==> config.mk <==
export PLATFORM = sky130hd
export DESIGN_NAME = cgw_gateway
export DESIGN_NICKNAME = d
export VERILOG_FILES = /design/src/rtl/cgw_pkg.sv /design/src/rtl/cgw_gateway.sv
export SDC_FILE = /design/constraint.sdc
export NUM_CORES = 1
export LEC_CHECK = 0
export BUFFER_PORTS_ARGS = -buffer_cell sky130_fd_sc_hd__buf_2
export CAP_MARGIN = 20
export CORE_ASPECT_RATIO = 2
export CORE_MARGIN = 3
export CORE_UTILIZATION = 51
export DETAILED_ROUTE_END_ITERATION = 10
export PLACE_DENSITY = 0.83
export SLEW_MARGIN = 25
export SYNTH_ARGS = -nofsm -noshare
export SYNTH_HDL_FRONTEND = slang
export SYNTH_SLANG_ARGS = --single-unit
==> constraint.sdc <==
create_clock -name sys_clk -period 2.4 [get_ports sys_clk]
set_clock_uncertainty 0.15 [all_clocks]
set_input_delay 0.36 -clock sys_clk [delete_from_list [all_inputs] [get_ports sys_clk]]
set_output_delay 0.36 -clock sys_clk [all_outputs]
set_load 0.005 [all_outputs]
==> src/rtl/cgw_pkg.sv <==
package cgw_pkg;
	// ------------------------------------------------------------
	// sizes
	// ------------------------------------------------------------
	localparam int OBJ_W = 5;
	localparam int SIZE_W = 5;
	localparam int DLC_W = 4;
	localparam int ID_W = 29;
	localparam int DATA_W = 64;
	// ------------------------------------------------------------
	// encodings
	// ------------------------------------------------------------
	localparam logic [2:0] MODE_FIFO_GW = 3'h2;
	localparam logic [2:0] MODE_FIFO_MASK = 3'h6;
	localparam logic [2:0] MODE_SHARED = 3'h5;
	localparam logic [1:0] FLD_SET = 2'h2;
	localparam logic [1:0] FLD_RESET = 2'h1;
	localparam logic [1:0] FLD_KEEP = 2'h0;
	// ------------------------------------------------------------
	// register offsets (index = byte address)
	// ------------------------------------------------------------
	localparam logic [3:0] REG_SRC_CTRL = 4'h0;
	localparam logic [3:0] REG_SRC_PTR = 4'h4;
	localparam logic [3:0] REG_SH_CTRL = 4'h8;
	localparam logic [3:0] REG_SH_STAT = 4'hc;
	// ------------------------------------------------------------
	// field positions and reset values
	// ------------------------------------------------------------
	localparam int F_MODE = 0;
	localparam int F_AUTO = 3;
	localparam int F_SIZE = 4;
	localparam int F_RFWD = 9;
	localparam int F_SIDE = 10;
	localparam int F_CPUW = 12;
	localparam int F_TRANSMIT_IRQ_ENABLE = 14;
	localparam int F_RECEIVE_IRQ_ENABLE = 16;
	localparam int F_LOSTW = 18;
	localparam logic [31:0] SRC_CTRL_RST = 32'h0;
	localparam logic [31:0] SH_CTRL_RST = 32'h0;
	typedef enum logic [1:0] {CGW_SRC_RX, CGW_DST_TX, CGW_DST_WAIT, CGW_SRC_RMT} cgw_state_e;
endpackage

==> src/rtl/cgw_gateway.sv <==
// Chosen here: the address-and-strobe port and the register addresses.
`timescale 1ns/100ps
module cgw_gateway (
	// clock and reset
	input wire logic sys_clk,
	input wire logic reset,
	// register port
	input wire logic [3:0] reg_addr,
	input wire logic [31:0] reg_wdata,
	input wire logic reg_write,
	input wire logic reg_read,
	output logic [31:0] reg_rdata,
	// node a events
	input wire logic a_data_rx,
	input wire logic a_remote_rx,
	input wire logic a_tx_done,
	// node b events
	input wire logic b_data_rx,
	input wire logic b_remote_rx,
	input wire logic b_tx_done,
	// received frame contents
	input wire logic [cgw_pkg::ID_W-1:0] rx_identifier,
	input wire logic [cgw_pkg::DLC_W-1:0] rx_length,
	input wire logic [cgw_pkg::DATA_W-1:0] rx_data,
	// fifo copy strobe
	output logic fifo_copy,
	output logic [cgw_pkg::OBJ_W-1:0] fifo_copy_obj,
	output logic fifo_copy_transmit_request,
	// shared object transmit
	output logic tx_req_a,
	output logic tx_req_b,
	output logic tx_remote,
	output logic [cgw_pkg::ID_W-1:0] tx_identifier,
	output logic [cgw_pkg::DLC_W-1:0] tx_length,
	output logic [cgw_pkg::DATA_W-1:0] tx_data,
	output logic irq_pending
);
	import cgw_pkg::*;

	typedef struct packed {
		logic [31:0] src_ctrl;
		logic [OBJ_W-1:0] src_ptr;
		logic [31:0] sh_ctrl;
		cgw_state_e state;
		logic transmit_request;
		logic remote_pending;
		logic new_data_flag;
		logic interrupt_pending;
		logic lost;
		logic cpu_lock;
		logic copy;
		logic [OBJ_W-1:0] copy_obj;
		logic copy_transmit_request;
		logic [ID_W-1:0] id;
		logic [DLC_W-1:0] dlc;
		logic [DATA_W-1:0] data;
		logic [31:0] rdata;
	} cgw_state_s;

	cgw_state_s r;
	cgw_state_s next_r;

	// ------------------------------------------------------------
	// helpers
	// ------------------------------------------------------------
	function automatic logic [OBJ_W-1:0] fifo_step(input logic [OBJ_W-1:0] ptr,
		input logic [SIZE_W-1:0] len);
		logic [OBJ_W-1:0] msk;
		msk = len - 5'h1;
		fifo_step = (ptr & ~msk) | ((ptr + 5'h1) & msk);
	endfunction

	function automatic logic two_bit(input logic [1:0] f, input logic cur);
		if (f == FLD_SET) begin
			two_bit = 1'b1;
		end else if (f == FLD_RESET) begin
			two_bit = 1'b0;
		end else begin
			two_bit = cur;
		end
	endfunction

	logic sh_on, side, auto_tx, rfwd;
	logic src_data, dst_remote, src_txdone, dst_txdone;
	assign sh_on = r.sh_ctrl[F_MODE +: 3] == MODE_SHARED;
	assign side = r.sh_ctrl[F_SIDE];
	assign auto_tx = r.sh_ctrl[F_AUTO];
	assign rfwd = r.sh_ctrl[F_RFWD];
	assign src_data = side ? b_data_rx : a_data_rx;
	assign dst_remote = side ? a_remote_rx : b_remote_rx;
	assign src_txdone = side ? b_tx_done : a_tx_done;
	assign dst_txdone = side ? a_tx_done : b_tx_done;

	// ------------------------------------------------------------
	// next state
	// ------------------------------------------------------------
	always_comb begin
		next_r = r;
		next_r.copy = 1'b0;
		next_r.rdata = 32'h0;
		// register writes
		if (reg_write) begin
			if (reg_addr == REG_SRC_CTRL) begin
				next_r.src_ctrl = reg_wdata;
			end else if (reg_addr == REG_SRC_PTR) begin
				next_r.src_ptr = reg_wdata[OBJ_W-1:0];
			end else if (reg_addr == REG_SH_CTRL) begin
				next_r.sh_ctrl = reg_wdata;
				next_r.cpu_lock = two_bit(reg_wdata[F_CPUW +: 2], r.cpu_lock);
				next_r.lost = two_bit(reg_wdata[F_LOSTW +: 2], r.lost);
				next_r.transmit_request = two_bit(reg_wdata[F_CPUW+8 +: 2], r.transmit_request);
				if (reg_wdata[F_CPUW+10 +: 2] == FLD_RESET) begin
					next_r.interrupt_pending = 1'b0;
				end
			end
		end
		// only data frames copied, remotes stay local
		if ((r.src_ctrl[F_MODE +: 3] & MODE_FIFO_MASK) == MODE_FIFO_GW && a_data_rx) begin
			next_r.copy = 1'b1;
			next_r.copy_obj = r.src_ptr;
			next_r.copy_transmit_request = r.src_ctrl[F_AUTO];
			next_r.src_ptr = fifo_step(r.src_ptr, r.src_ctrl[F_SIZE +: SIZE_W]);
		end
		if (sh_on) begin
			case (r.state)
				CGW_SRC_RX: begin
					if (src_data) begin
						next_r.id = rx_identifier;
						next_r.dlc = rx_length;
						next_r.data = rx_data;
						next_r.new_data_flag = 1'b1;
						next_r.remote_pending = 1'b0;
						next_r.interrupt_pending = r.interrupt_pending | r.sh_ctrl[F_RECEIVE_IRQ_ENABLE];
						// lost turns into cpu update lock
						next_r.cpu_lock = r.lost | r.cpu_lock;
						next_r.lost = 1'b0;
						// auto-transmit, held off by the lock
						if (auto_tx) begin
							next_r.transmit_request = 1'b1;
							next_r.state = CGW_DST_TX;
						end else begin
							next_r.transmit_request = 1'b0;
							next_r.state = CGW_DST_WAIT;
						end
					end
				end
				CGW_DST_TX, CGW_DST_WAIT: begin
					if (dst_txdone && r.transmit_request) begin
						next_r.transmit_request = 1'b0;
						next_r.remote_pending = 1'b0;
						next_r.new_data_flag = 1'b0;
						next_r.interrupt_pending = r.interrupt_pending | r.sh_ctrl[F_TRANSMIT_IRQ_ENABLE];
						next_r.state = rfwd ? CGW_DST_WAIT : CGW_SRC_RX;
					end else if (dst_remote) begin
						next_r.interrupt_pending = r.interrupt_pending | r.sh_ctrl[F_RECEIVE_IRQ_ENABLE];
						if (rfwd) begin
							next_r.transmit_request = 1'b1;
							next_r.remote_pending = 1'b1;
							next_r.state = CGW_SRC_RMT;
						end else begin
							next_r.transmit_request = 1'b1;
							next_r.remote_pending = 1'b1;
							next_r.new_data_flag = 1'b0;
							next_r.state = CGW_DST_TX;
						end
					end else if (r.transmit_request) begin
						next_r.state = CGW_DST_TX;
					end
				end
				CGW_SRC_RMT: begin
					if (src_txdone) begin
						next_r.transmit_request = 1'b0;
						next_r.remote_pending = 1'b0;
						next_r.interrupt_pending = r.interrupt_pending | r.sh_ctrl[F_TRANSMIT_IRQ_ENABLE];
						next_r.state = CGW_SRC_RX;
					end
				end
				default: next_r.state = CGW_SRC_RX;
			endcase
			// frames on unassigned side ignored, no lost flag
		end else begin
			next_r.state = CGW_SRC_RX;
		end
		// register reads
		if (reg_read) begin
			if (reg_addr == REG_SRC_CTRL) begin
				next_r.rdata = r.src_ctrl;
			end else if (reg_addr == REG_SRC_PTR) begin
				next_r.rdata = {27'h0, r.src_ptr};
			end else if (reg_addr == REG_SH_CTRL) begin
				next_r.rdata = r.sh_ctrl;
			end else if (reg_addr == REG_SH_STAT) begin
				next_r.rdata = {24'h0, r.cpu_lock, r.lost, r.interrupt_pending, r.new_data_flag,
					r.remote_pending, r.transmit_request, r.state};
			end
		end
	end

	always_ff @(posedge sys_clk) begin
		if (reset) begin
			r <= '0;
			r.src_ctrl <= SRC_CTRL_RST;
			r.sh_ctrl <= SH_CTRL_RST;
			r.state <= CGW_SRC_RX;
		end else begin
			r <= next_r;
		end
	end

	// ------------------------------------------------------------
	// outputs
	// ------------------------------------------------------------
	logic send;
	// cpu update lock holds data transmission
	assign send = sh_on && r.transmit_request && ((r.state == CGW_DST_TX && !r.cpu_lock)
		|| r.state == CGW_SRC_RMT);
	assign tx_remote = r.state == CGW_SRC_RMT;
	assign tx_req_a = send && (tx_remote ? !side : side);
	assign tx_req_b = send && (tx_remote ? side : !side);
	assign tx_identifier = r.id;
	assign tx_length = r.dlc;
	assign tx_data = r.data;
	assign irq_pending = r.interrupt_pending;
	assign fifo_copy = r.copy;
	assign fifo_copy_obj = r.copy_obj;
	assign fifo_copy_transmit_request = r.copy_transmit_request;
	assign reg_rdata = r.rdata;

	// ------------------------------------------------------------
	// checks
	// ------------------------------------------------------------
	a_fifo_advance: assert property (@(posedge sys_clk) disable iff (reset)
		r.copy |-> r.src_ptr == fifo_step(r.copy_obj, r.src_ctrl[F_SIZE +: SIZE_W])
		|| $past(reg_write))
		else $error("fifo pointer not advanced");
	a_fifo_wrap: assert property (@(posedge sys_clk) disable iff (reset)
		r.copy |-> ((r.src_ptr ^ r.copy_obj) & ~(r.src_ctrl[F_SIZE +: SIZE_W] - 5'h1)) == 0
		|| $past(reg_write))
		else $error("fifo pointer left range");
	a_fifo_transmit_request: assert property (@(posedge sys_clk) disable iff (reset)
		r.copy |-> r.copy_transmit_request == $past(r.src_ctrl[F_AUTO]))
		else $error("fifo transmit_request wrong");
	a_fifo_ptr_use: assert property (@(posedge sys_clk) disable iff (reset)
		r.copy |-> r.copy_obj == $past(r.src_ptr))
		else $error("wrong fifo element");
	a_shared_auto: assert property (@(posedge sys_clk) disable iff (reset)
		(sh_on && r.state == CGW_SRC_RX && src_data && auto_tx && !r.lost && !reg_write)
		|=> r.state == CGW_DST_TX && r.transmit_request)
		else $error("no auto transmit");
	a_shared_lost: assert property (@(posedge sys_clk) disable iff (reset)
		(sh_on && r.state == CGW_SRC_RX && src_data && r.lost && !reg_write)
		|=> r.cpu_lock && !r.lost && !tx_req_a && !tx_req_b)
		else $error("lost did not block");
	a_shared_return: assert property (@(posedge sys_clk) disable iff (reset)
		(sh_on && r.state == CGW_DST_TX && dst_txdone && r.transmit_request)
		|=> r.state == (rfwd ? CGW_DST_WAIT : CGW_SRC_RX) && !r.new_data_flag)
		else $error("bad return after tx");
	a_shared_remote: assert property (@(posedge sys_clk) disable iff (reset)
		(sh_on && r.state == CGW_DST_WAIT && dst_remote && rfwd && !dst_txdone)
		|=> r.state == CGW_SRC_RMT ##0 tx_remote)
		else $error("remote not forwarded");
	a_shared_answer: assert property (@(posedge sys_clk) disable iff (reset)
		(sh_on && r.state == CGW_DST_WAIT && dst_remote && !rfwd && !reg_write)
		|=> r.state == CGW_DST_TX && r.transmit_request && r.remote_pending)
		else $error("remote not answered");
	a_unassigned_drop: assert property (@(posedge sys_clk) disable iff (reset)
		(sh_on && (r.state == CGW_DST_TX || r.state == CGW_DST_WAIT) && src_data && !reg_write)
		|=> $stable(r.data) && $stable(r.id) && $stable(r.lost))
		else $error("frame taken on unassigned side");
	a_side_source: assert property (@(posedge sys_clk) disable iff (reset)
		(sh_on && r.state == CGW_SRC_RX && (side ? b_data_rx : a_data_rx))
		|=> r.state == CGW_DST_TX || r.state == CGW_DST_WAIT)
		else $error("source node not taken");
	a_side_dest: assert property (@(posedge sys_clk) disable iff (reset)
		(send && !tx_remote) |-> (side ? (tx_req_a && !tx_req_b) : (tx_req_b && !tx_req_a)))
		else $error("data sent on wrong node");
	a_tx_clear: assert property (@(posedge sys_clk) disable iff (reset)
		(sh_on && r.state == CGW_DST_TX && dst_txdone && r.transmit_request && !reg_write)
		|=> !r.transmit_request && !r.remote_pending && (r.interrupt_pending || !$past(r.sh_ctrl[F_TRANSMIT_IRQ_ENABLE])))
		else $error("flags not reset after tx");
	a_rx_store: assert property (@(posedge sys_clk) disable iff (reset)
		(sh_on && r.state == CGW_SRC_RX && src_data && !reg_write)
		|=> r.new_data_flag && !r.remote_pending && r.data == $past(rx_data)
		&& r.id == $past(rx_identifier))
		else $error("received frame not stored");
	a_lock_hold: assert property (@(posedge sys_clk) disable iff (reset)
		(r.cpu_lock && r.state == CGW_DST_TX) |-> !tx_req_a && !tx_req_b)
		else $error("locked object transmitted");
	a_fifo_data_only: assert property (@(posedge sys_clk) disable iff (reset)
		!a_data_rx |=> !r.copy)
		else $error("copy without data frame");
	a_fifo_hold: assert property (@(posedge sys_clk) disable iff (reset)
		(!a_data_rx && !reg_write) |=> $stable(r.src_ptr))
		else $error("fifo pointer moved");
	a_rmt_done: assert property (@(posedge sys_clk) disable iff (reset)
		(sh_on && r.state == CGW_SRC_RMT && src_txdone && !reg_write)
		|=> r.state == CGW_SRC_RX && !r.transmit_request && !r.remote_pending)
		else $error("remote not finished");
	a_answer_data: assert property (@(posedge sys_clk) disable iff (reset)
		(sh_on && r.state == CGW_DST_WAIT && dst_remote && !rfwd) |=> $stable(r.data))
		else $error("answer data changed");
	a_wait_hold: assert property (@(posedge sys_clk) disable iff (reset)
		(sh_on && r.state == CGW_DST_WAIT && !r.transmit_request && !dst_remote && !reg_write)
		|=> r.state == CGW_DST_WAIT)
		else $error("wait left without request");
	c_fifo_copy: cover property (@(posedge sys_clk) r.copy);
	c_shared_fwd: cover property (@(posedge sys_clk) r.state == CGW_SRC_RMT);
	c_shared_lock: cover property (@(posedge sys_clk) r.cpu_lock && r.state == CGW_DST_TX);
	c_shared_answer: cover property (@(posedge sys_clk) r.remote_pending && r.state == CGW_DST_TX);
	c_shared_loop: cover property (@(posedge sys_clk)
		r.state == CGW_DST_TX ##[1:20] r.state == CGW_SRC_RX);
endmodule // cgw_gateway

-- Word level (Yosys, flattened, before mapping)
Index checks and enable logic that the tools add are counted.
- output and inout port bits: 140
- bits of input ports: 143
- word-level logic and storage cells: 124
- register bits: 213
- bitwise logic cells: 11
- equal/unequal tests: 21
- reductions and logical operators: 25
- $add $sub $neg: 2
- multiplexer cells: 48
- operator list (operator ; count):
    $mux W32 ; 5
    $mux W37 ; 2
    $mux W1 ; 19
    $mux W8 ; 2
    $mux W3 ; 5
    $eq A2 B1 Y1 const B ; 6
    $mux W4 ; 3
    $mux W6 ; 2
    $pmux W4 S3 ; 1
    $and A5 B5 Y5 ; 2
    $eq A2 B2 Y1 const B ; 5
    $mux W5 ; 2
    $reduce_and A3 Y1 ; 3
    $eq A4 B4 Y1 const B ; 2
    $mux W2 ; 4
    $reduce_and A4 Y1 ; 2
    $logic_and A1 B1 Y1 ; 7
    $mux W7 ; 1
    $ne A3 B3 Y1 const B ; 2
    $reduce_bool A2 Y1 ; 3
    $reduce_or A2 Y1 ; 3
    $add A5 B1 Y5 const B ; 1
    $not A5 Y5 ; 1
    $or A5 B5 Y5 ; 1
    other kinds (16) ; 23

-- Logic depth before layout (Yosys ltp)
- depth in word-level cells: 11
- gate-level depth with buffers: 8
- gate-level depth less buffers: 7

-- Least setup slack after synthesis
Ideal clock, no wire load.
- path kind: flip-flop to flip-flop
- from: register r[143] in the netlist's numbering
- to: register r[141] in the netlist's numbering
- library setup time: 0.117 ns
- data arrival time: 1.633 ns
- path buffers: 2
- path slack: 0.501 ns
- cell stages (with the launch flop): 9
- period minus slack after synthesis: 1.899 ns
- required time: 2.133 ns
- cell sequence: dfxtp_1 inv_1 ha_1 clkbuf_1 nand2_1 nor2_2 buf_2 o21ai_0 a22o_1
- longest elaborated chain between the ends: 4
- elaborated cells between the ends (all ways): 7
- those cells by class: 3 x eq/ne; 2 x mux; 2 x reduce/logical
- ends and longest elaborated chain (element ; line ; text):
    from (decl) ; cgw_gateway.sv:60 ; cgw_state_s r;
    from (signal assigned) ; cgw_gateway.sv:206 ; r <= next_r;
    $eq A2 B1 Y1 or $eq A2 B2 Y1 (tied branches) ; cgw_gateway.sv:125 ; case (r.state)
    $reduce_or A2 Y1 ; cgw_gateway.sv:125 ;
    $pmux W4 S3 * ; cgw_gateway.sv:125 ;
    $mux W6 * ; cgw_gateway.sv:124 ; if (sh_on) begin
Mark *: on every way between the ends. The rest lies on a longest branch, timed or not.
A chain may end at the register's enable or synchronous reset.

-- Worst setup path in the final report
- from: register r[154] in the netlist's numbering
- to: register r (netlist bit tx_data[39])
- longest elaborated chain between the ends: 2
- ends and longest elaborated chain (element ; line ; text):
    $mux W1 ; cgw_gateway.sv:89 ; assign src_data = side ? b_data_rx : a_data_rx;
    $reduce_and A3 Y1 (no source line) ; - ;
Every way passes these cells.

==> results.sh <==
export IMPL_status="completed"
export IMPL_timing_final_crit_share_pct=92.21
export IMPL_fin_tns_setup_ns=0
export IMPL_fin_cells=1603
export IMPL_root_buffer="clkbuf_16"
export IMPL_ios=283
export IMPL_start_util_pct=51.96
export IMPL_clockBufferDepth=3
export IMPL_grt_pass1_wl_microns=44370
export IMPL_rr_worst_depth=7
export IMPL_yosysTopAreaCellShare_pct=47.52
export IMPL_hold_violations=0
export IMPL_cts_htree_levels=1
export IMPL_rsz0062_at_grt="no"
export IMPL_fin_nets=1525
export IMPL_setup_ws_ns=0.1869
export IMPL_vias=8864
export IMPL_cpPeakStageDelay_ns=0.61
export IMPL_die_h_microns=193.6
export IMPL_netlist_top_cell_by_area="dfxtp_1"
export IMPL_relSlewSlack_pct=68.49
export IMPL_clkTransAtPathRegs_ns=0.07
export IMPL_detail_route_wl_per_cell_microns=17.72
export IMPL_cp_arrival_ns=2.47
export IMPL_dieWidth_microns=99.80
export IMPL_cp_required_ns=2.65
export IMPL_area_delta_synth_final_pct=29.41
export IMPL_placed_area_sq_mm=0.009667
export IMPL_die_area_sq_mm=0.01932
export IMPL_yosys_warnings=0
export IMPL_grtUsageTotal_pct=28.29
export IMPL_ir_drop_mv=0.6204
export IMPL_cts_buffers=19
export IMPL_gp_congestion=0.9667
export IMPL_fp_row_count=68
export IMPL_maxSlewViolCount=0
export IMPL_worst_pin_slew_ns=0.4719
export IMPL_first_global_vias=8770
export IMPL_dr_pass1_iters=6
export IMPL_path_cells="mux2_2 -> nand2_1 -> nor2_4 -> buf_12 -> buf_12 -> nand2_1 -> a21oi_1"
export IMPL_power_density_mw_per_mm2=634.8
export IMPL_dp_hpwl_microns=17280
export IMPL_dp_slack_ns=0.2898
export IMPL_p_leak_nw=4.753
export IMPL_critical_path_buf_inv_count=2
export IMPL_synth_cells=1126
export IMPL_crit_family="flip-flops"
export IMPL_crit_fanout=39
export IMPL_drv_cap=0
export IMPL_drive_gt1_share_pct=25.61
export IMPL_min_path_cells=3
export IMPL_yosysUniqueCellTypes=47
export IMPL_syn_area_sq_mm=0.008974
export IMPL_antenna_found_initial=3
export IMPL_fin_util_pct=67.23
export IMPL_synth_edf_count=0
export IMPL_synth_nets=1274
export IMPL_synth_area_top_cells="dfxtp_1 (48%), nand2_1 (15%), buf_4 (11%)"
export IMPL_syn_avg_cell_area_sq_um=7.969
export IMPL_crit_type="register to register"
export IMPL_core_area_sq_mm=0.01727
export IMPL_overflow=0
export IMPL_clkLatencyLatePin_ns=0.50
export IMPL_cts_sinks=213
export IMPL_post_cts_setup_buffers=0
export IMPL_endpoint_kind="register"
export IMPL_grt_max_degree=86
export IMPL_dp_cells=1440
export IMPL_cp_depth=7
export IMPL_drc_errors=0
export IMPL_first_iter_violations=675
export IMPL_min_path_type="primary input to register"
export IMPL_cp_start_kind="register"
export IMPL_synthFlopType="dfxtp_1"
export IMPL_via_per_inst=5.530
export IMPL_wirelength_microns=28400
export IMPL_slowest_stage="dfxtp_1"
export IMPL_layout_min_cycle_time_ns=2.213
export IMPL_ys_seq_elements=213
export IMPL_final_area_sq_mm=0.01161
export IMPL_cts_tree="built"
export IMPL_setup_viol=0
export IMPL_synthArstFlopShare_pct=0
export IMPL_seq_area_frac_synth_pct=47.52
export IMPL_ant_nets=0
export IMPL_io_buffers=282
export IMPL_max_freq_mhz=451.9
flip-flops by register name, indices dropped and copies added, names as in the netlist, named ones only:
signal	count
r	71
tx_data	64
reg_rdata	32
tx_identifier	29
fifo_copy_obj	5
tx_length	4
auto_tx	1
fifo_copy	1
fifo_copy_transmit_request	1
irq_pending	1
where the power goes:
| group | total [W] | leakage, nW | internal (W) | switching, W |
|---|---|---|---|---|
| Combinational | 0.000494 | 2.71 | 0.000267 | 0.000227 |
| Sequential | 0.00356 | 1.72 | 0.00355 | 0.0000137 |
| Clock | 0.00332 | 0.332 | 0.00193 | 0.00138 |
| Total | 0.00737 | 4.75 | 0.00575 | 0.00162 |
cell usage in the layout (no fill, tap or decap), types with 3 or more instances in the layout:
cell type / Yosys / routed
mux2i_1: 4 / 4
a2111oi_0: 3 / 3
inv_1: 9 / 9
nand2b_1: 3 / 3
diode_2: 0 / 3
a222oi_1: 8 / 8
clkinv_2: 0 / 5
o21ai_0: 13 / 13
dlygate4sd3_1: 0 / 126
a21oi_1: 180 / 180
bufinv_16: 0 / 4
nand3_1: 4 / 3
buf_12: 0 / 8
buf_4: 134 / 16
a22oi_1: 27 / 27
a211oi_1: 3 / 3
ha_1: 5 / 4
clkbuf_16: 0 / 19
buf_2: 13 / 281
nand2_1: 349 / 349
dfxtp_1: 213 / 213
a31oi_1: 4 / 4
mux2_2: 6 / 6
nor2_1: 49 / 48
nand3b_1: 3 / 3
nor3_1: 9 / 9
metal layers:
layer / track usage [%] / vias up / part of all wire [%]
met1: 29.52 / 4076 / 33
met5: 0 / - / 0
li1: - / 4096 / -
met4: 20.06 / 0 / 8.3
met2: 49.52 / 515 / 51
met3: 5.161 / 177 / 7.5
tightest hold or removal path, delay by kind of cell:
family	cells	cell delay [ns]
AOI/OAI and AO/OA	1	0.05
buffers and inverters	1	0.13
and+or+nand+nor	1	0.06
what timing repair did:
item / in CTS / in global routing
setup endpoints to repair: 0 / 1
hold buffers: 125 / 1
hold endpoints to repair: 149 / 1
resized for setup: 0 / 2
final timing paths:
kind | startpoint | slack (ns) | to
setup reg to reg | r[154] | 0.19 | tx_data[39]
hold reg to reg | tx_data[60] | 0.30 | tx_data[60]
setup / recovery | r[154] | 0.19 | tx_data[39]
hold / removal | reg_wdata[0] | 0.02 | r[181]
Yosys cell counts, drive strengths merged (2+ instances only):
cell,n
a211oi,3
a31oi,4
inv,9
o21ai,13
xnor2,2
nand2b,3
a21oi,180
o41ai,2
clkbuf,53
a221oi,2
buf,148
a22oi,27
nand4,2
ha,5
nand3,4
mux2i,4
nor3,11
a2111oi,3
or4,2
nand2,349
o311ai,2
nor2,52
dfxtp,213
a222oi,8
and3b,2
mux2,6
nor4,2
nand3b,3
final cells by class:
class	instances	area (sq um)
Antenna cell	3	7.507
Tap cell	210	262.8
Clock inverter	13	178.9
Fill cell	1312	5659
Timing Repair Buffer	431	2948
Inverter	9	33.78
Clock buffer	21	493.0
Sequential cell	213	4264
Multi-Input combinational cell	703	3425
cell families after synthesis:
family          after synthesis  synth area share, %
xor+xnor                      3               0.2929
mux                          10                1.199
fa+ha+maj                     5               0.6972
compound gates              251                16.02
simple gates                434                19.70
flops                       213                47.52
buf+inv                     210                14.57
per-stage QoR:
stage                     hold slack, ns  power, W
after floorplan                   0.2838  0.003763
after global placement            0.2882  0.003950
after detailed placement          0.2930  0.003955
after CTS                       0.004398  0.007391
after global routing             0.01758  0.007578
final                            0.01612  0.007372
No activity file was read; power rests on OpenSTA's default activity.
